[config.mk]
export PLATFORM = sky130hd
export DESIGN_NAME = eif_top
export DESIGN_NICKNAME = d
export VERILOG_FILES = /design/src/eif_pkg.sv /design/src/eif_filter.sv /design/src/eif_top.sv
export SDC_FILE = /design/constraint.sdc
export NUM_CORES = 1
export LEC_CHECK = 0
export ABC_AREA = 1
export BUFFER_PORTS_ARGS = -buffer_cell sky130_fd_sc_hd__buf_2
export CORE_ASPECT_RATIO = 0.75
export CORE_MARGIN = 1.5
export CORE_UTILIZATION = 58
export CTS_CLUSTER_DIAMETER = 60
export DETAILED_ROUTE_END_ITERATION = 10
export GPL_ROUTABILITY_DRIVEN = 0
export GPL_TIMING_DRIVEN = 0
export HOLD_SLACK_MARGIN = 0.08
export PLACE_DENSITY = 0.77
export SKIP_CTS_REPAIR_TIMING = 1
export SLEW_MARGIN = 20
export SYNTH_ARGS = -nofsm -noshare
export SYNTH_HDL_FRONTEND = slang
export SYNTH_SLANG_ARGS = --single-unit
[constraint.sdc]
create_clock -name ref_clk -period 2.8 [get_ports ref_clk]
set_input_delay 0.28 -clock ref_clk [delete_from_list [all_inputs] [get_ports ref_clk]]
set_output_delay 0.28 -clock ref_clk [all_outputs]
set_load 0.005 [all_outputs]
[src/eif_pkg.sv]
// Constants shared by the external interrupt filter and edge block
// Operation
// - Six external inputs, each noise filtered before edge detection.
// - Input 0 pin defaults to port function after reset.
// - Inputs 0 and 5 falling edge only; reject under 2/fc, accept 7/fc.
// - Input 1 rejects under 15/fc or 63/fc; accepts 49/fc or 193/fc.
// - Inputs 2,3,4 reject under 7/fc, accept 25/fc or longer.
// - Slow or sleep: reject under 1/fs, accept 3.5/fs, low clock timed.
// - Control bit 7: 0 selects 63/fc, 1 selects 15/fc for input 1.
// - Input 1 noise width change takes effect within 2^6 fast clocks.
// - Input 4 select: 00 rise, 01 fall, 10 both, 11 high level.
// - Clean edge sets latch within establishment time plus 6/fs.
// - Input 0 latch not set while pin function select is 0.
// - Requests need master and own enable; 0 pin select; 4,5 route zero.
// - Spurious edges from pin output changes are not suppressed.
// - Input 4 high level after reset needs a rising edge first.
`default_nettype none
package eif_pkg;
	localparam int NUM_IN = 6;
	localparam logic [7:0] ADDR_CTRL = 8'h37;
	localparam logic [7:0] CTRL_RESET = 8'h00;
	localparam int BIT_NC = 7;
	localparam int BIT_IN0EN = 6;
	localparam int BIT_IN4ES_HI = 5;
	localparam int BIT_IN4ES_LO = 4;
	localparam int BIT_IN3ES = 3;
	localparam int BIT_IN2ES = 2;
	localparam int BIT_IN1ES = 1;
	// Filter acceptance thresholds in clock periods of the filter clock
	localparam logic [7:0] ACC_SHORT = 8'h07;
	localparam logic [7:0] ACC_MID = 8'h19;
	localparam logic [7:0] ACC_IN1_NC1 = 8'h31;
	localparam logic [7:0] ACC_IN1_NC0 = 8'hC1;
	localparam logic [7:0] ACC_SLOW = 8'h03;
	localparam int NC_SETTLE_CYC = 64;
	localparam logic [1:0] ES_RISE = 2'h0;
	localparam logic [1:0] ES_FALL = 2'h1;
	localparam logic [1:0] ES_BOTH = 2'h2;
	localparam logic [1:0] ES_HIGH = 2'h3;
endpackage
`default_nettype wire

[src/eif_filter.sv]
// One noise filter channel: two-stage synchroniser and run-length filter
`default_nettype none
module eif_filter (
	input wire logic ref_clk, // System clock
	input wire logic sys_rst, // Synchronous reset, high
	input wire logic tick, // Filter clock enable
	input wire logic pinIn, // Raw pin
	input wire logic [7:0] accCount, // Stable ticks needed to accept
	output logic filtOut // Filtered level
);
	typedef struct packed {
		logic s1;
		logic s2;
		logic lvl;
		logic [7:0] cnt;
	} eif_filt_state_t;
	eif_filt_state_t st_q, st_d;
	always_comb begin
		st_d = st_q;
		st_d.s1 = pinIn;
		st_d.s2 = st_q.s1;
		if (tick) begin
			// Shorter disagreement restarts the count, so short pulses vanish
			if (st_q.s2 == st_q.lvl) begin
				st_d.cnt = 8'h00;
			end else if (st_q.cnt + 8'h01 >= accCount) begin
				st_d.lvl = st_q.s2;
				st_d.cnt = 8'h00;
			end else begin
				st_d.cnt = st_q.cnt + 8'h01;
			end
		end
	end
	always_ff @(posedge ref_clk) begin
		if (sys_rst) begin
			// Follow the pin during reset, so a level held across reset is not seen as an edge
			st_q.s1 <= pinIn;
			st_q.s2 <= pinIn;
			st_q.lvl <= pinIn;
			st_q.cnt <= 8'h00;
		end else begin
			st_q <= st_d;
		end
	end
	assign filtOut = st_q.lvl;
endmodule
`default_nettype wire

[src/eif_top.sv]
// External interrupt filter, edge detector and latch block
//
// Chosen here: strobed register access.
`default_nettype none
module eif_top (
	input wire logic ref_clk, // 250 MHz clock
	input wire logic sys_rst, // Synchronous reset, high
	input wire logic [5:0] extIrqIn, // Interrupt pins 0..5
	input wire logic slowMode, // Slow or sleep clock mode
	input wire logic lowClkTick, // Low clock enable pulse
	input wire logic masterIrqEnable, // Master enable
	input wire logic [5:0] irqEnableFlag, // Individual enables
	input wire logic latchRouteSelIn4, // Route bit input 4
	input wire logic latchRouteSelIn5, // Route bit input 5
	input wire logic [5:0] latchClr, // Latch clear pulses
	input wire logic [7:0] regAddr, // Register address
	input wire logic [7:0] regWdata, // Write data
	input wire logic regWr, // Write strobe
	input wire logic regRd, // Read strobe
	output logic [7:0] regRdata, // Read data
	output logic [5:0] irqLatch, // Interrupt latches
	output logic [5:0] irqRequest, // Enabled requests
	output logic in0PinFuncSel // Shared pin as interrupt
);
	typedef struct packed {
		logic [7:0] ctrl;
		logic [7:0] rdata;
		logic [5:0] prev;
		logic [5:0] lat;
		logic armed4;
		logic [6:0] settle;
		logic ncEff;
	} eif_state_t;
	eif_state_t st_q, st_d;
	logic [5:0] filt;
	logic [7:0] acc [6];
	logic tick;
	function automatic logic edgeHit(input logic [1:0] sel, input logic p, input logic c);
		case (sel)
			eif_pkg::ES_RISE: edgeHit = ~p & c;
			eif_pkg::ES_FALL: edgeHit = p & ~c;
			eif_pkg::ES_BOTH: edgeHit = p ^ c;
			default: edgeHit = c;
		endcase
	endfunction
	// ************************************************
	// Filter clock and thresholds
	// ************************************************
	assign tick = slowMode ? lowClkTick : 1'b1;
	always_comb begin
		for (int i = 0; i < eif_pkg::NUM_IN; i++) begin
			acc[i] = eif_pkg::ACC_MID;
		end
		acc[0] = eif_pkg::ACC_SHORT;
		acc[5] = eif_pkg::ACC_SHORT;
		acc[1] = st_q.ncEff ? eif_pkg::ACC_IN1_NC1 : eif_pkg::ACC_IN1_NC0;
		if (slowMode) begin
			for (int i = 0; i < eif_pkg::NUM_IN; i++) begin
				acc[i] = eif_pkg::ACC_SLOW;
			end
		end
	end
	for (genvar g = 0; g < eif_pkg::NUM_IN; g++) begin : g_filt
		eif_filter u_filt (
			.ref_clk(ref_clk),
			.sys_rst(sys_rst),
			.tick(tick),
			.pinIn(extIrqIn[g]),
			.accCount(acc[g]),
			.filtOut(filt[g])
		);
	end
	// ************************************************
	// Registers, edges and latches
	// ************************************************
	always_comb begin
		logic [5:0] hit;
		logic [1:0] s4;
		st_d = st_q;
		hit = '0;
		s4 = st_q.ctrl[eif_pkg::BIT_IN4ES_HI:eif_pkg::BIT_IN4ES_LO];
		st_d.rdata = '0;
		if (regWr && regAddr == eif_pkg::ADDR_CTRL) begin
			st_d.ctrl = regWdata;
		end
		if (regRd && regAddr == eif_pkg::ADDR_CTRL) begin
			st_d.rdata = st_q.ctrl;
		end
		// Noise width switch waits a bounded settle time before the new threshold applies
		if (st_q.ncEff != st_q.ctrl[eif_pkg::BIT_NC]) begin
			st_d.settle = st_q.settle + 7'h01;
			if (st_q.settle == 7'(eif_pkg::NC_SETTLE_CYC - 2)) begin
				st_d.ncEff = st_q.ctrl[eif_pkg::BIT_NC];
				st_d.settle = '0;
			end
		end else begin
			st_d.settle = '0;
		end
		st_d.prev = filt;
		// Edges from pin output changes are passed on unchanged
		hit[0] = st_q.prev[0] & ~filt[0] & st_q.ctrl[eif_pkg::BIT_IN0EN];
		hit[5] = st_q.prev[5] & ~filt[5];
		hit[1] = edgeHit({1'b0, st_q.ctrl[eif_pkg::BIT_IN1ES]}, st_q.prev[1], filt[1]);
		hit[2] = edgeHit({1'b0, st_q.ctrl[eif_pkg::BIT_IN2ES]}, st_q.prev[2], filt[2]);
		hit[3] = edgeHit({1'b0, st_q.ctrl[eif_pkg::BIT_IN3ES]}, st_q.prev[3], filt[3]);
		if (~st_q.prev[4] & filt[4]) begin
			st_d.armed4 = 1'b1;
		end
		hit[4] = edgeHit(s4, st_q.prev[4], filt[4]);
		if (s4 == eif_pkg::ES_HIGH) begin
			hit[4] = filt[4] & (st_q.armed4 | ~st_q.prev[4]);
		end
		// Set wins over clear; latch is set one cycle after the filtered edge
		st_d.lat = (st_q.lat & ~latchClr) | hit;
	end
	always_ff @(posedge ref_clk) begin
		if (sys_rst) begin
			st_q <= '0;
			st_q.ctrl <= eif_pkg::CTRL_RESET;
			st_q.prev <= filt;
		end else begin
			st_q <= st_d;
		end
	end
	assign regRdata = st_q.rdata;
	assign irqLatch = st_q.lat;
	assign in0PinFuncSel = st_q.ctrl[eif_pkg::BIT_IN0EN];
	always_comb begin
		irqRequest = st_q.lat & irqEnableFlag & {6{masterIrqEnable}};
		irqRequest[0] = irqRequest[0] & st_q.ctrl[eif_pkg::BIT_IN0EN];
		irqRequest[4] = irqRequest[4] & ~latchRouteSelIn4;
		irqRequest[5] = irqRequest[5] & ~latchRouteSelIn5;
	end
	// ************************************************
	// Checks
	// ************************************************
	property p_in0_port;
		@(posedge ref_clk) disable iff (sys_rst)
			!st_q.ctrl[eif_pkg::BIT_IN0EN] && !latchClr[0] |=> $stable(st_q.lat[0]) || !st_q.lat[0];
	endproperty
	a_in0_port: assert property (p_in0_port) else $error("input 0 latched in port mode");
	property p_rst_ctrl;
		@(posedge ref_clk) sys_rst |=> st_q.ctrl == eif_pkg::CTRL_RESET;
	endproperty
	a_rst_ctrl: assert property (p_rst_ctrl) else $error("control not reset");
	property p_req;
		@(posedge ref_clk) disable iff (sys_rst)
			irqRequest[0] |-> masterIrqEnable && irqEnableFlag[0] && in0PinFuncSel;
	endproperty
	a_req: assert property (p_req) else $error("request without enables");
	property p_req5;
		@(posedge ref_clk) disable iff (sys_rst) latchRouteSelIn5 |-> !irqRequest[5];
	endproperty
	a_req5: assert property (p_req5) else $error("routed input 5 requested");
	property p_nc;
		@(posedge ref_clk) disable iff (sys_rst)
			$changed(st_q.ctrl[eif_pkg::BIT_NC]) |-> ##[0:64] st_q.ncEff == st_q.ctrl[eif_pkg::BIT_NC];
	endproperty
	a_nc: assert property (p_nc) else $error("noise select slow");
	property p_fall5;
		@(posedge ref_clk) disable iff (sys_rst) st_q.prev[5] && !filt[5] |=> st_q.lat[5];
	endproperty
	a_fall5: assert property (p_fall5) else $error("input 5 edge lost");
	property p_rise1;
		@(posedge ref_clk) disable iff (sys_rst)
			!st_q.ctrl[eif_pkg::BIT_IN1ES] && !st_q.prev[1] && filt[1] |=> st_q.lat[1];
	endproperty
	a_rise1: assert property (p_rise1) else $error("input 1 rise lost");
	property p_filt_fast;
		@(posedge ref_clk) disable iff (sys_rst)
			!slowMode && $rose(filt[2]) |-> $past(extIrqIn[2], 3);
	endproperty
	a_filt_fast: assert property (p_filt_fast) else $error("filter passed glitch");
	// ************************************************
	// Register port and noise select settle checks
	// ************************************************
	property p_wr_ctrl;
		@(posedge ref_clk) disable iff (sys_rst)
			regWr && regAddr == eif_pkg::ADDR_CTRL |=> st_q.ctrl == $past(regWdata);
	endproperty
	a_wr_ctrl: assert property (p_wr_ctrl) else $error("control write lost");
	property p_rd_ctrl;
		@(posedge ref_clk) disable iff (sys_rst)
			regRd && regAddr == eif_pkg::ADDR_CTRL |=> regRdata == $past(st_q.ctrl);
	endproperty
	a_rd_ctrl: assert property (p_rd_ctrl) else $error("control read wrong");
	property p_rd_idle;
		@(posedge ref_clk) disable iff (sys_rst)
			!(regRd && regAddr == eif_pkg::ADDR_CTRL) |=> regRdata == 8'h00;
	endproperty
	a_rd_idle: assert property (p_rd_idle) else $error("read data outside read cycle");
	property p_nc_step;
		@(posedge ref_clk) disable iff (sys_rst)
			$changed(st_q.ncEff) |-> $past(st_q.settle) == 7'(eif_pkg::NC_SETTLE_CYC - 2);
	endproperty
	a_nc_step: assert property (p_nc_step) else $error("noise select switched early");
	property p_nc_bound;
		@(posedge ref_clk) disable iff (sys_rst)
			st_q.settle < 7'(eif_pkg::NC_SETTLE_CYC - 1);
	endproperty
	a_nc_bound: assert property (p_nc_bound) else $error("settle count overrun");
	// ************************************************
	// Filter checks
	// ************************************************
	// In slow mode the level may only move on a low clock tick
	property p_slow_hold;
		@(posedge ref_clk) disable iff (sys_rst)
			slowMode && !lowClkTick |=> $stable(filt);
	endproperty
	a_slow_hold: assert property (p_slow_hold) else $error("filter moved without tick");
	property p_filt0_fast;
		@(posedge ref_clk) disable iff (sys_rst)
			!slowMode && !$past(slowMode, 9) && $rose(filt[0]) |-> $past(extIrqIn[0], 3) && $past(extIrqIn[0], 9);
	endproperty
	a_filt0_fast: assert property (p_filt0_fast) else $error("input 0 short pulse passed");
	property p_filt5_fast;
		@(posedge ref_clk) disable iff (sys_rst)
			!slowMode && !$past(slowMode, 9) && $fell(filt[5]) |-> !$past(extIrqIn[5], 3) && !$past(extIrqIn[5], 9);
	endproperty
	a_filt5_fast: assert property (p_filt5_fast) else $error("input 5 short pulse passed");
	property p_filt1_nc1;
		@(posedge ref_clk) disable iff (sys_rst)
			!slowMode && !$past(slowMode, 51) && st_q.ncEff && $past(st_q.ncEff, 51) && $fell(filt[1]) |->
			!$past(extIrqIn[1], 3) && !$past(extIrqIn[1], 51);
	endproperty
	a_filt1_nc1: assert property (p_filt1_nc1) else $error("input 1 short pulse passed");
	// ************************************************
	// Edge and latch checks
	// ************************************************
	property p_rose0;
		@(posedge ref_clk) disable iff (sys_rst)
			$rose(st_q.lat[0]) |-> $past(st_q.ctrl[eif_pkg::BIT_IN0EN]);
	endproperty
	a_rose0: assert property (p_rose0) else $error("input 0 set in port mode");
	property p_fall0;
		@(posedge ref_clk) disable iff (sys_rst)
			st_q.ctrl[eif_pkg::BIT_IN0EN] && st_q.prev[0] && !filt[0] |=> st_q.lat[0];
	endproperty
	a_fall0: assert property (p_fall0) else $error("input 0 edge lost");
	property p_rose5;
		@(posedge ref_clk) disable iff (sys_rst)
			$rose(st_q.lat[5]) |-> $past(st_q.prev[5]) && !$past(filt[5]);
	endproperty
	a_rose5: assert property (p_rose5) else $error("input 5 set without falling edge");
	property p_fall3;
		@(posedge ref_clk) disable iff (sys_rst)
			st_q.ctrl[eif_pkg::BIT_IN3ES] && st_q.prev[3] && !filt[3] |=> st_q.lat[3];
	endproperty
	a_fall3: assert property (p_fall3) else $error("input 3 fall lost");
	property p_rise2;
		@(posedge ref_clk) disable iff (sys_rst)
			!st_q.ctrl[eif_pkg::BIT_IN2ES] && !st_q.prev[2] && filt[2] |=> st_q.lat[2];
	endproperty
	a_rise2: assert property (p_rise2) else $error("input 2 rise lost");
	property p_both4;
		@(posedge ref_clk) disable iff (sys_rst)
			st_q.ctrl[eif_pkg::BIT_IN4ES_HI:eif_pkg::BIT_IN4ES_LO] == eif_pkg::ES_BOTH && st_q.prev[4] != filt[4]
			|=> st_q.lat[4];
	endproperty
	a_both4: assert property (p_both4) else $error("input 4 edge lost");
	property p_fall4;
		@(posedge ref_clk) disable iff (sys_rst)
			st_q.ctrl[eif_pkg::BIT_IN4ES_HI:eif_pkg::BIT_IN4ES_LO] == eif_pkg::ES_FALL && st_q.prev[4] && !filt[4]
			|=> st_q.lat[4];
	endproperty
	a_fall4: assert property (p_fall4) else $error("input 4 fall lost");
	property p_high4;
		@(posedge ref_clk) disable iff (sys_rst)
			st_q.ctrl[eif_pkg::BIT_IN4ES_HI:eif_pkg::BIT_IN4ES_LO] == eif_pkg::ES_HIGH && st_q.armed4 && filt[4]
			|=> st_q.lat[4];
	endproperty
	a_high4: assert property (p_high4) else $error("input 4 high level lost");
	// A pin that stays high and has never risen since reset must stay silent
	property p_arm4;
		@(posedge ref_clk) disable iff (sys_rst)
			!st_q.armed4 && st_q.prev[4] && filt[4] && !st_q.lat[4] |=> !st_q.lat[4];
	endproperty
	a_arm4: assert property (p_arm4) else $error("input 4 set without rising edge");
	property p_arm_keep;
		@(posedge ref_clk) disable iff (sys_rst)
			st_q.armed4 |=> st_q.armed4;
	endproperty
	a_arm_keep: assert property (p_arm_keep) else $error("input 4 arm lost");
	property p_clr2;
		@(posedge ref_clk) disable iff (sys_rst)
			latchClr[2] && st_q.prev[2] == filt[2] |=> !st_q.lat[2];
	endproperty
	a_clr2: assert property (p_clr2) else $error("input 2 latch not cleared");
	// ************************************************
	// Request gating checks
	// ************************************************
	property p_req4;
		@(posedge ref_clk) disable iff (sys_rst)
			latchRouteSelIn4 |-> !irqRequest[4];
	endproperty
	a_req4: assert property (p_req4) else $error("routed input 4 requested");
	property p_req_master;
		@(posedge ref_clk) disable iff (sys_rst)
			!masterIrqEnable |-> irqRequest == 6'h00;
	endproperty
	a_req_master: assert property (p_req_master) else $error("request with master off");
	property p_req_flag;
		@(posedge ref_clk) disable iff (sys_rst)
			(irqRequest & ~irqEnableFlag) == 6'h00;
	endproperty
	a_req_flag: assert property (p_req_flag) else $error("request with flag off");
	property p_req_lat;
		@(posedge ref_clk) disable iff (sys_rst)
			(irqRequest & ~st_q.lat) == 6'h00;
	endproperty
	a_req_lat: assert property (p_req_lat) else $error("request without latch");
	property p_req_full;
		@(posedge ref_clk) disable iff (sys_rst)
			masterIrqEnable && irqEnableFlag[2] && st_q.lat[2] |-> irqRequest[2];
	endproperty
	a_req_full: assert property (p_req_full) else $error("enabled request missing");
	c_in0: cover property (@(posedge ref_clk) irqRequest[0]);
	c_in4: cover property (@(posedge ref_clk) st_q.lat[4] && s4_high());
	c_nc: cover property (@(posedge ref_clk) $rose(st_q.ncEff));
	c_in5: cover property (@(posedge ref_clk) irqRequest[5]);
	c_slow: cover property (@(posedge ref_clk) slowMode && $rose(st_q.lat[2]));
	function automatic logic s4_high();
		s4_high = st_q.ctrl[eif_pkg::BIT_IN4ES_HI:eif_pkg::BIT_IN4ES_LO] == eif_pkg::ES_HIGH;
	endfunction
endmodule
`default_nettype wire

==> results of run 1 <==
## flip-flops by register name, summed over array words and instances, names as in the netlist
signal and flops:
g_filt.u_filt.st_q 54, st_q 22, regRdata 8, g_filt.u_filt.filtOut 6, g_filt.u_filt.st_d 6, irqLatch 6
in0PinFuncSel 1
## per-layer routing
metal  wire length (µm)  GRT usage (%)  part of all wire [%]  vias up
met5                  0              0                     0        -
met1               5156          31.74                    49     2018
met2               4903          39.60                    47       44
met3                365          4.332                   3.5        9
met4                 97          5.178                  0.92        0
li1                   -              -                     -     2332
## critical path, stage by stage, from the launching register on
cell and delay (ns):
dfxtp_1 0.45, ha_1 0.20, nand2_1 0.10, nor3_1 0.23, xor2_1 0.23, ha_1 0.27
nand2_1 0.08, o21a_1 0.12, buf_2 0.19, nand2_1 0.08, nand2_1 0.06, nand2_1 0.05
## logic make-up (layout without fill, tap and decap cells)
logic type,count (synthesis),after routing
multiplexers,2,2
buffers and inverters,114,198
AND/OR/NAND/NOR,368,368
AO/OA/AOI/OAI,58,58
adder cells (fa/ha/maj),24,24
flip-flops,103,103
XOR/XNOR,18,18
## worst max-delay path by stage
stage	slack, ns	from	cells after the start	end
after floorplan	0.75	g_filt[1].u_filt.st_q[1]	11	g_filt[1].u_filt.filtOut
after global placement	0.57	g_filt[1].u_filt.st_q[0]	11	g_filt[1].u_filt.filtOut
after detailed placement	0.54	g_filt[1].u_filt.st_q[0]	11	g_filt[1].u_filt.filtOut
after CTS	0.50	g_filt[1].u_filt.st_q[0]	11	g_filt[1].u_filt.filtOut
after global routing	0.34	g_filt[1].u_filt.st_q[0]	11	g_filt[1].u_filt.filtOut
final	0.51	g_filt[1].u_filt.st_q[0]	11	g_filt[1].u_filt.filtOut
## cell type report
class	instances	area, µm²	share of cell area [%]
tap	108	135.1	2.291
sequential	103	2122	35.97
timing repair buffer	68	370.4	6.278
multi-input combinational	470	2474	41.93
clock buffer	9	225.2	3.818
inverter	87	334.1	5.663
buffer	27	177.7	3.012
clock inverter	7	61.31	1.039
## cell usage after synthesis (3+ instances only)
cell,instances
xor2_1,12
nor3_1,6
a211oi_1,8
buf_2,10
nand2_1,171
o21ai_0,16
dfxtp_1,97
nand2_2,8
o21ai_2,3
a21oi_1,18
nor2_4,4
edfxtp_1,6
o221ai_1,3
buf_4,15
inv_2,6
nor2_2,4
ha_1,24
a21boi_0,3
nand3_1,43
nand3_2,5
nor2_1,102
nand4_1,15
xnor2_1,6
nand3b_2,3
inv_1,80
## power by group
part / internal, mW / switching, mW / leakage, nW
Sequential: 1.53 / 0.0474 / 0.851
Clock: 0.624 / 0.583 / 0.141
Combinational: 0.117 / 0.156 / 1.82
## per-stage QoR
stage	area (µm²)	total power [mW]	cells
finish	5899	3.056	879
detailed placement	5553	1.874	857
CTS	5839	3.071	873
floorplan	5107	1.779	687
global route	5899	3.183	879
global placement	5553	1.861	857
==> impl_summary.txt, run 1 <==
----------------------------------------------------
[Run status]
  Outcome ... completed

[Synthesis]
  Cell types with the largest area share after synthesis ... dfxtp_1 38%, nand2_1 13%, nor2_1 7.5%
  Number of enable-type register cells in the synthesized netlist ... 6
  Total of warnings raised by yosys ... 0
  Most used DFF post-synth ... dfxtp_1
  Post-synth design cell area ... 0.005107 mm²
  Asr flop ratio synth ... 0%
  Average cell area after synthesis ... 7.434 µm²
  Xor/xnor cell area share of the yosys netlist ... around 3%
  Share of synthesized cell area in and, or, nand and nor gates ... 32.17%
  Flip-flop and latch count after synthesis ... 103
  Largest family of logic cells by synthesized area ... simple AND/OR/NAND/NOR gates
  Number of different library cells in the post-synthesis netlist ... 40
  Fraction of synthesized cell area taken by the top area cell type ... between 30% and 40%
  Arithmetic-cell share of the synthesized area counting full adders, half adders and majority gates ... 5.879%
  Mux cell area share after synthesis ... 0.3920%
  Synth Net Count ... 754
  Compound-cell area share of the yosys netlist ... 6.908%
  Library cell occupying the most area in the post-synthesis netlist ... dfxtp_1
  Sequential cell area fraction in the yosys report ... between 40 and 50%
  Number of cells produced by synthesis ... 687

[Clock tree]
  Root buffer cell ... clkbuf_16
  Clock tree from TritonCTS ... yes
  Number of buffers created by CTS ... 9
  Number of sinks driven by the clock tree ... ~100
  Clock transition at the registers of the reported paths ... 0.07 ns
  Maximum clock path buffer count ... 2
  Number of H-tree branching levels ... 3
  Clock latency on the worst-skew pair ... 0.35 ns

[Global routing]
  Vias in the first global route ... 4,089
  Gr ovfl total ... 0
  GRT Util Overall ... 23.49%
  Pin count of the biggest net entering global routing ... 20
  Initial antenna violation count ... 0
  Wire length of the first global-routing pass ... 18,200 µm

[Worst hold path]
  Hold endpoint ... irqLatch[5]
  Hold path cells ... 4
  Worst hold-check path type ... input pin to flip-flop
  Hold_sp ... latchClr[5]

[Layout]
  Fill cell total of the finished layout ... between 700 and 800
  Most frequent cells in the layout ... 171 x nand2_1, 102 x nor2_1, 97 x dfxtp_1
  Final core occ ... 69.48%
  Share of cells above drive strength 1 ... 18.55%
  Nets ... roughly 830
  Commonest non-fill, non-tap cell in the layout ... nand2_1
  Antenna Cells ... 0
  Synth-to-Final Area Change ... 15.51%

[Routing]
  Number of routed nets with antenna violations ... 0
  Number of design-rule violations left by the first detailed-router iteration ... 225
  WL per Instance ... 11.97 µm
  Count of TritonRoute iterations in the first routing pass ... 4
  Via density per instance ... between 5 and 6
  Total routed wirelength ... 10,520 µm
  Vias post-DR ... 4,403
  Residual DRC count ... 0

[STA]
  Setup TNS after final layout ... 0 ns
  RSZ-0062 raised after global routing ... false
  Final min period ... 2.294 ns
  Final setup slack of the worst path ... 0.5056 ns
  Worst Skew ... 0.007032 ns
  Normalized max-slew margin ... 64.59%
  Number of max-slew violations in the final report ... 0
  Highest Clock Rate ... 435.8 MHz
  Least-Margin Pin Slew ... 0.5288 ns
  Final hold violation count ... 0
  Worst hold margin ... 0.1841 ns
  # setup viols final ... 0
  Final worst path period share ... 81.94%

[Flow run]
  Number of max-cap violations ... 0

[Placed design]
  Port Buffers ... between 60 and 70
  Detailed placer's ending HPWL ... 7999 µm
  Worst setup timing slack at the placement stage ... 0.5382 ns

[Floorplan]
  Core Region ... 0.008491 mm²
  Height of the die ... 84.27 µm
  Horizontal die dimension ... 111.4 µm
  Ports ... 64
  Initial Util ... 60.15%
  Std cell rows ... 29
  Die footprint ... 0.009383 mm²

[Critical path]
  Data arrival, critical path ... 2.41 ns
  Maximum net fanout on the critical path ... 9
  Origin of the critical flop-to-flop path ... g_filt[1].u_filt.st_q[0]
  Worst Path Class, Setup ... flip-flop to flip-flop
  Startpoint types ... flip-flop
  Endpoint of the most critical register-to-register path ... g_filt[1].u_filt.filtOut
  Setup slack on the worst flop-to-flop path ... between 0.5 and 0.6 ns
  Worst-case reg-to-reg path depth ... 11
  CP Capture Type ... flip-flop
  Data required time of the critical path ... 2.91 ns

[Power and ir drop]
  Pleak ... 2.816 nW
  P per Cell Area ... just over 500 mW/mm²
  Peak supply drop ... 0.4166 mV

----------------------------------------------------
No activity file was read; power rests on OpenSTA's default activity.
==> run 2: changes to the inputs <==
==> constraint.sdc (replaced) <==
create_clock -name ref_clk -period 2.26 [get_ports ref_clk]
set_input_delay 0.226 -clock ref_clk [delete_from_list [all_inputs] [get_ports ref_clk]]
set_output_delay 0.226 -clock ref_clk [all_outputs]
set_load 0.005 [all_outputs]
==> run 2 against run 1 <==
Against the previous run:
- die area stayed put
- non-clock buffer count is 1 higher
- worst hold slack worse by 0.050 ns
- register-to-register slack worse by 0.41 ns
- clock power is 23% higher
- combinational power is 24% higher
- flip-flop and latch count stayed put
- utilization is 0.43 points higher
- wire length is 0.64% higher
- first-iteration DRC count is 0.44% higher
- largest power group unchanged
==> impl_summary.txt, run 2 (synthesis gave the netlist of run 1 again) <==
----------------------------------------------------
[Run status]
  Outcome ... completed

[Critical path]
  Maximum net fanout on the critical path ... 9 (unchanged)
  Setup slack on the worst flop-to-flop path ... 0.09 ns (-0.41 ns)
  Origin of the critical flop-to-flop path ... g_filt[1].u_filt.st_q[2]
  CP peak stage delay ... 0.40 ns (-0.05 ns)
  Worst Path Class, Setup ... flip-flop to flip-flop
  Critical path origin ... g_filt[1].u_filt.st_q[2]
  Standard cell with the maximum stage delay on the critical path ... dfxtp_1
  Sequence of cells on the critical path ... nand3_1 > nor3_1 > nand3_1 > nand2_1 > ha_1 > a21oi_1 > o21a_1 > clkbuf_4 > nand2_1 > nand2_1 > nand2_1
  Cell repeated most along the worst path ... nand2_1
  Worst-case reg-to-reg path depth ... 11 (unchanged)
  Data required time of the critical path ... 2.37 ns (-0.54 ns)
  Endpoint of the most critical register-to-register path ... g_filt[1].u_filt.filtOut
  Startpoint types ... flip-flop
  Data arrival, critical path ... 2.27 ns (-0.14 ns)
  CP Capture Type ... flip-flop

[Global routing]
  Pin count of the biggest net entering global routing ... 20 (unchanged)
  Wire length of the first global-routing pass ... 18,200 µm (unchanged)
  Vias in the first global route ... 4,089 (unchanged)
  GRT Util Overall ... 23.49% (unchanged)
  Initial antenna violation count ... 0 (unchanged)
  Gr ovfl total ... 0 (unchanged)

[Routing]
  Number of design-rule violations left by the first detailed-router iteration ... 226 (+0.44%)
  Number of routed nets with antenna violations ... 0 (unchanged)
  Via density per instance ... 5.061 (+1.0%)
  Residual DRC count ... 0 (unchanged)
  WL per Instance ... 12.03 µm (+0.52%)
  Count of TritonRoute iterations in the first routing pass ... 5 (+1)
  Vias post-DR ... 4,454 (+1.2%)
  Total routed wirelength ... 10,590 µm (+0.64%)

[Clock tree]
  Clock tree from TritonCTS ... yes
  Number of sinks driven by the clock tree ... 103 (unchanged)
  Maximum clock path buffer count ... 2 (unchanged)
  Number of H-tree branching levels ... 3 (unchanged)
  Clock transition at the registers of the reported paths ... 0.07 ns (about the same)
  Number of buffers created by CTS ... 9 (unchanged)
  Root buffer cell ... clkbuf_16
  Clock latency on the worst-skew pair ... 0.34 ns (about the same)

[Floorplan]
  Std cell rows ... 29 (unchanged)
  Ports ... 64 (unchanged)
  Core Region ... 0.008491 mm² (unchanged)
  Die footprint ... 0.009383 mm² (unchanged)
  Height of the die ... 84.27 µm (unchanged)
  Initial Util ... 60.15% (unchanged)
  Horizontal die dimension ... 111.4 µm (unchanged)

[STA]
  Highest Clock Rate ... 461.5 MHz (+5.9%)
  Least-Margin Pin Slew ... 0.5289 ns (+0.00004053 ns)
  # setup viols final ... 0 (unchanged)
  Setup TNS after final layout ... 0 ns (unchanged)
  Number of max-slew violations in the final report ... 0 (unchanged)
  Final min period ... 2.167 ns (-0.1275 ns)
  Final setup slack of the worst path ... 0.09312 ns (-0.4125 ns)
  Worst hold margin ... 0.1342 ns (-0.04993 ns)
  Final worst path period share ... 95.88% (+14 points)
  Normalized max-slew margin ... 64.59% (about the same)
  Final hold violation count ... 0 (unchanged)
  Worst Skew ... 0.006154 ns (-0.0008777 ns)

[Worst hold path]
  Hold path cells ... 4 (unchanged)
  Hold endpoint ... irqLatch[5]
  Hold_sp ... latchClr[5]
  Worst hold-check path type ... input pin to flip-flop

[Layout]
  Synth-to-Final Area Change ... 16.22%
  Share of cells above drive strength 1 ... 19.82% (+1.3 points)
  Commonest non-fill, non-tap cell in the layout ... nand2_1
  Register bank with the most flops ... g_filt.u_filt.st_q
  Most frequent cells in the layout ... 171 x nand2_1, 102 x nor2_1, 91 x dfxtp_1
  Fill cell total of the finished layout ... 704 (-0.98%)
  Antenna Cells ... 0 (unchanged)
  Flip-flop count of the largest register, all copies and words added ... 54 (unchanged)
  Final core occ ... 69.91% (+0.43 points)
  Nets ... 834 (+0.12%)

[Power and ir drop]
  P per Cell Area ... 637.3 mW/mm² (+23%)
  Total Power ... 3.783 mW (+24%)
  Peak supply drop ... 0.5126 mV (+23%)
  Pleak ... 2.829 nW (+0.46%)

[Placed design]
  Port Buffers ... 62 (unchanged)
  Worst setup timing slack at the placement stage ... -0.001774 ns (-0.5400 ns)
  Detailed placer's ending HPWL ... 7999 µm (unchanged)

[Flow run]
  Number of max-cap violations ... 0 (unchanged)

----------------------------------------------------
-- run 2: changes by cell type in the layout (fill, tap and decap cells not counted), sizes merged --
cell / previous run / this run
clkbuf: 10 / 11
-- run 2: worst max-delay path by stage --
stage / endpoint / slack (ns) / depth (start not counted)
after floorplan: g_filt[1].u_filt.filtOut / 0.21 / 11
after global placement: g_filt[1].u_filt.filtOut / 0.03 / 11
after detailed placement: g_filt[1].u_filt.filtOut / -0.002 / 11
after CTS: g_filt[1].u_filt.filtOut / -0.04 / 11
after global routing: g_filt[1].u_filt.filtOut / -0.04 / 11
final: g_filt[1].u_filt.filtOut / 0.09 / 11
-- run 2: metrics by stage --
step           instances  instance area [µm²]
3_3_place_gp         857                 5553
2_1_floorplan        687                 5107
6_report             880                 5936
4_1_cts              873                 5839
3_5_place_dp         857                 5553
5_1_grt              880                 5936
-- run 2: worst max-delay path: cells and delay by family, from the launching register on --
kind / cells / cell delay, ns
AND/OR/NAND/NOR: 7 / 0.82
flip-flops: 1 / 0.40
buffers and inverters: 1 / 0.18
adder cells (fa/ha/maj): 1 / 0.25
AO/OA/AOI/OAI: 2 / 0.28
-- run 2: area by class of cell --
class / instances / area, µm² / area share, %
multi-input combinational: 470 / 2490 / 41.95
sequential: 103 / 2132 / 35.92
timing repair buffer: 69 / 377.9 / 6.366
inverter: 87 / 334.1 / 5.628
clock buffer: 9 / 225.2 / 3.794
buffer: 27 / 180.2 / 3.035
tap: 108 / 135.1 / 2.277
clock inverter: 7 / 61.31 / 1.033
-- run 2: metal layers --
| metal | vias up | track usage (%) | routed length (µm) |
|---|---|---|---|
| met4 | 0 | 5.178 | 87 |
| li1 | 2331 | - | - |
| met1 | 2063 | 31.74 | 5201 |
| met3 | 8 | 4.332 | 297 |
| met2 | 52 | 39.60 | 5004 |
| met5 | - | 0 | 0 |
-- run 2: where the power goes --
group | switching, mW | total [mW] | internal, mW
Sequential | 0.0582 | 1.95 | 1.90
Clock | 0.718 | 1.49 | 0.773
Combinational | 0.193 | 0.338 | 0.145
Total | 0.969 | 3.78 | 2.81
==> run 3: changes to the inputs <==
--- a/config.mk
+++ b/config.mk
@@ -15,7 +15,7 @@
 export GPL_ROUTABILITY_DRIVEN = 0
 export GPL_TIMING_DRIVEN = 0
 export HOLD_SLACK_MARGIN = 0.08
-export PLACE_DENSITY = 0.77
+export PLACE_DENSITY = 0.92
 export SKIP_CTS_REPAIR_TIMING = 1
 export SLEW_MARGIN = 20
 export SYNTH_ARGS = -nofsm -noshare
==> run 3 against run 2 <==
Against the previous run:
- wire length up 15%
- register-to-register slack got worse by 0.04 ns
- utilization increased by 0.57 points
- final cell count grew 0.23%
- critical path depth unchanged
- power grew 2.1%
- largest cell class unchanged
- highest routed layer unchanged
==> impl_summary.txt, run 3 (synthesis gave the netlist of run 1 again) <==
----------------------------------------------------
[Layout]
  Most frequent cells in the layout ... 171 x nand2_1, 101 x nor2_1, 89 x dfxtp_1
  Commonest non-fill, non-tap cell in the layout ... nand2_1
  Register bank with the most flops ... g_filt.u_filt.st_q
  Final core occ ... 70.48% (+0.57 points)
  Synth-to-Final Area Change ... 17.17%
  Share of cells above drive strength 1 ... 20.54% (+0.72 points)
  Flip-flop count of the largest register, all copies and words added ... 54 (unchanged)
  Antenna Cells ... 0 (unchanged)
  Nets ... 836 (+0.24%)

[Placed design]
  Port Buffers ... 62 (unchanged)
  Detailed placer's ending HPWL ... 8477 µm (+6.0%)
  Worst setup timing slack at the placement stage ... 0.005221 ns (+0.006996 ns)

[STA]
  RSZ-0062 raised after global routing ... true
  # setup viols final ... 0 (unchanged)
  Least-Margin Pin Slew ... 0.6094 ns (+0.08058 ns)
  Worst Skew ... 0.01077 ns (+0.004614 ns)
  Highest Clock Rate ... 452.4 MHz (-2.0%)
  Final min period ... 2.211 ns (+0.04372 ns)
  Final hold violation count ... 0 (unchanged)
  Final setup slack of the worst path ... 0.04940 ns (-0.04372 ns)
  Number of max-slew violations in the final report ... 0 (unchanged)
  Normalized max-slew margin ... 59.37% (-5.2 points)
  Final worst path period share ... 97.81% (+1.9 points)

[Clock tree]
  Clock latency on the worst-skew pair ... 0.35 ns (about the same)
  Number of sinks driven by the clock tree ... 103 (unchanged)
  Maximum clock path buffer count ... 2 (unchanged)
  Clock tree from TritonCTS ... yes
  Number of H-tree branching levels ... 3 (unchanged)
  Number of buffers created by CTS ... 9 (unchanged)
  Clock transition at the registers of the reported paths ... 0.07 ns (about the same)
  Root buffer cell ... clkbuf_16

[Critical path]
  Worst-case reg-to-reg path depth ... 11 (unchanged)
  Setup slack on the worst flop-to-flop path ... 0.05 ns (-0.04 ns)
  Data arrival, critical path ... 2.33 ns (+0.06 ns)
  Startpoint types ... flip-flop
  Endpoint of the most critical register-to-register path ... g_filt[1].u_filt.filtOut
  CP Capture Type ... flip-flop
  Origin of the critical flop-to-flop path ... g_filt[1].u_filt.st_q[0]
  Data required time of the critical path ... 2.38 ns (about the same)
  Worst Path Class, Setup ... flip-flop to flip-flop
  Maximum net fanout on the critical path ... 9 (unchanged)

[Floorplan]
  Die footprint ... 0.009383 mm² (unchanged)
  Height of the die ... 84.27 µm (unchanged)
  Core Region ... 0.008491 mm² (unchanged)
  Ports ... 64 (unchanged)
  Horizontal die dimension ... 111.4 µm (unchanged)
  Initial Util ... 60.15% (unchanged)
  Std cell rows ... 29 (unchanged)

[Routing]
  Residual DRC count ... 0 (unchanged)
  Number of design-rule violations left by the first detailed-router iteration ... 316 (+40%)
  Detailed-routing wirelength on met1 ... 5033 µm (-3.2%)
  Total routed wirelength ... 12,180 µm (+15%)
  Number of routed nets with antenna violations ... 0 (unchanged)
  Met3 wire length ... 757 µm (+150%)
  Via density per instance ... 5.325 (+5.2%)
  Top layer reached by signal wires ... met4
  Count of TritonRoute iterations in the first routing pass ... 5 (unchanged)
  Vias post-DR ... 4,697 (+5.5%)
  Routed length on met2 ... 6135 µm (+23%)
  WL per Instance ... 13.81 µm (+15%)

[Power and ir drop]
  Switching power as a share of total power ... 24.69% (-0.92 points)
  Internal power ... 2.909 mW (+3.4%)
  Switching pwr ... 953.9 µW (-1.5%)
  Clk network pwr share ... 40.2% (+0.8 points)
  Seq pwr share ... 50.6% (-1.1 points)
  P per Cell Area ... 645.5 mW/mm² (+1.3%)
  Pleak ... 2.843 nW (+0.48%)
  Peak supply drop ... 0.5832 mV (+14%)
  Combinational Power Share ... 9.3% (+0.4 points)

[Global routing]
  Pin count of the biggest net entering global routing ... 19 (-5.0%)
  Initial antenna violation count ... 0 (unchanged)
  Wire length of the first global-routing pass ... 19,570 µm (+7.5%)
  Vias in the first global route ... 4,449 (+8.8%)
  GRT Util Overall ... 25.77% (+2.3 points)
  Gr ovfl total ... 0 (unchanged)

[Worst hold path]
  Hold_sp ... latchClr[5]
  Hold path cells ... 4 (unchanged)
  Worst hold-check path type ... input pin to flip-flop
  Hold endpoint ... irqLatch[5]

[Run status]
  Outcome ... completed

[Flow run]
  Number of max-cap violations ... 0 (unchanged)

----------------------------------------------------
-- run 3: power by group through the flow --
stage               Clock (mW)  Sequential (mW)  Combinational [mW]
floorplan                    0             1.98               0.225
global placement             0             1.99               0.313
detailed placement           0             1.99               0.334
CTS                       1.56             1.95               0.340
global route              1.63             1.96               0.399
finish                    1.55             1.95               0.357
-- run 3: layer usage --
layer / track usage, % / vias to the layer above
met5: 0 / -
met4: 10.13 / 0
met3: 5.415 / 33
met2: 46.12 / 160
met1: 30.47 / 2174
li1: - / 2330
-- run 3: cell type report --
cell class | instances | area (µm²)
clock buffers | 10 | 229.0
plain buffers | 27 | 183.9
clock inverters | 6 | 67.56
well taps | 108 | 135.1
inverters | 87 | 334.1
flip-flops and latches | 103 | 2137
fillers | 630 | 2506
multi-input cells | 470 | 2505
repair buffers | 71 | 392.9
-- run 3: critical path, cell delays in order (launching register included) --
cell and delay [ns]:
dfxtp_4 0.38, ha_1 0.17, nand2_1 0.10, nor3_2 0.25, xor2_1 0.24, ha_1 0.27, nand2_1 0.09, o21a_1 0.14
buf_6 0.13, nand2_1 0.06, nand2_1 0.07, nand2_1 0.06
-- run 3: metrics by stage --
| stage | hold slack (ns) | cells | power (mW) | area, µm² | TNS, ns |
|---|---|---|---|---|---|
| final | 0.1274 | 882 | 3.863 | 5984 | 0 |
| after global routing | 0.1435 | 882 | 3.986 | 5984 | -0.09049 |
| after CTS | -0.02334 | 873 | 3.856 | 5849 | -0.03069 |
| after detailed placement | 0.3444 | 857 | 2.326 | 5553 | 0 |
| after global placement | 0.3449 | 857 | 2.302 | 5553 | 0 |
| after floorplan | 0.2537 | 687 | 2.204 | 5107 | 0 |
-- run 3: how the worst max path moves through the flow --
stage,start,end,cells after the start
after floorplan,g_filt[1].u_filt.st_q[1],g_filt[1].u_filt.filtOut,11
after global placement,g_filt[1].u_filt.st_q[0],g_filt[1].u_filt.filtOut,11
after detailed placement,g_filt[1].u_filt.st_q[0],g_filt[1].u_filt.filtOut,11
after CTS,g_filt[1].u_filt.st_q[0],g_filt[1].u_filt.filtOut,11
after global routing,g_filt[1].u_filt.st_q[0],g_filt[1].u_filt.filtOut,11
final,g_filt[1].u_filt.st_q[0],g_filt[1].u_filt.filtOut,11
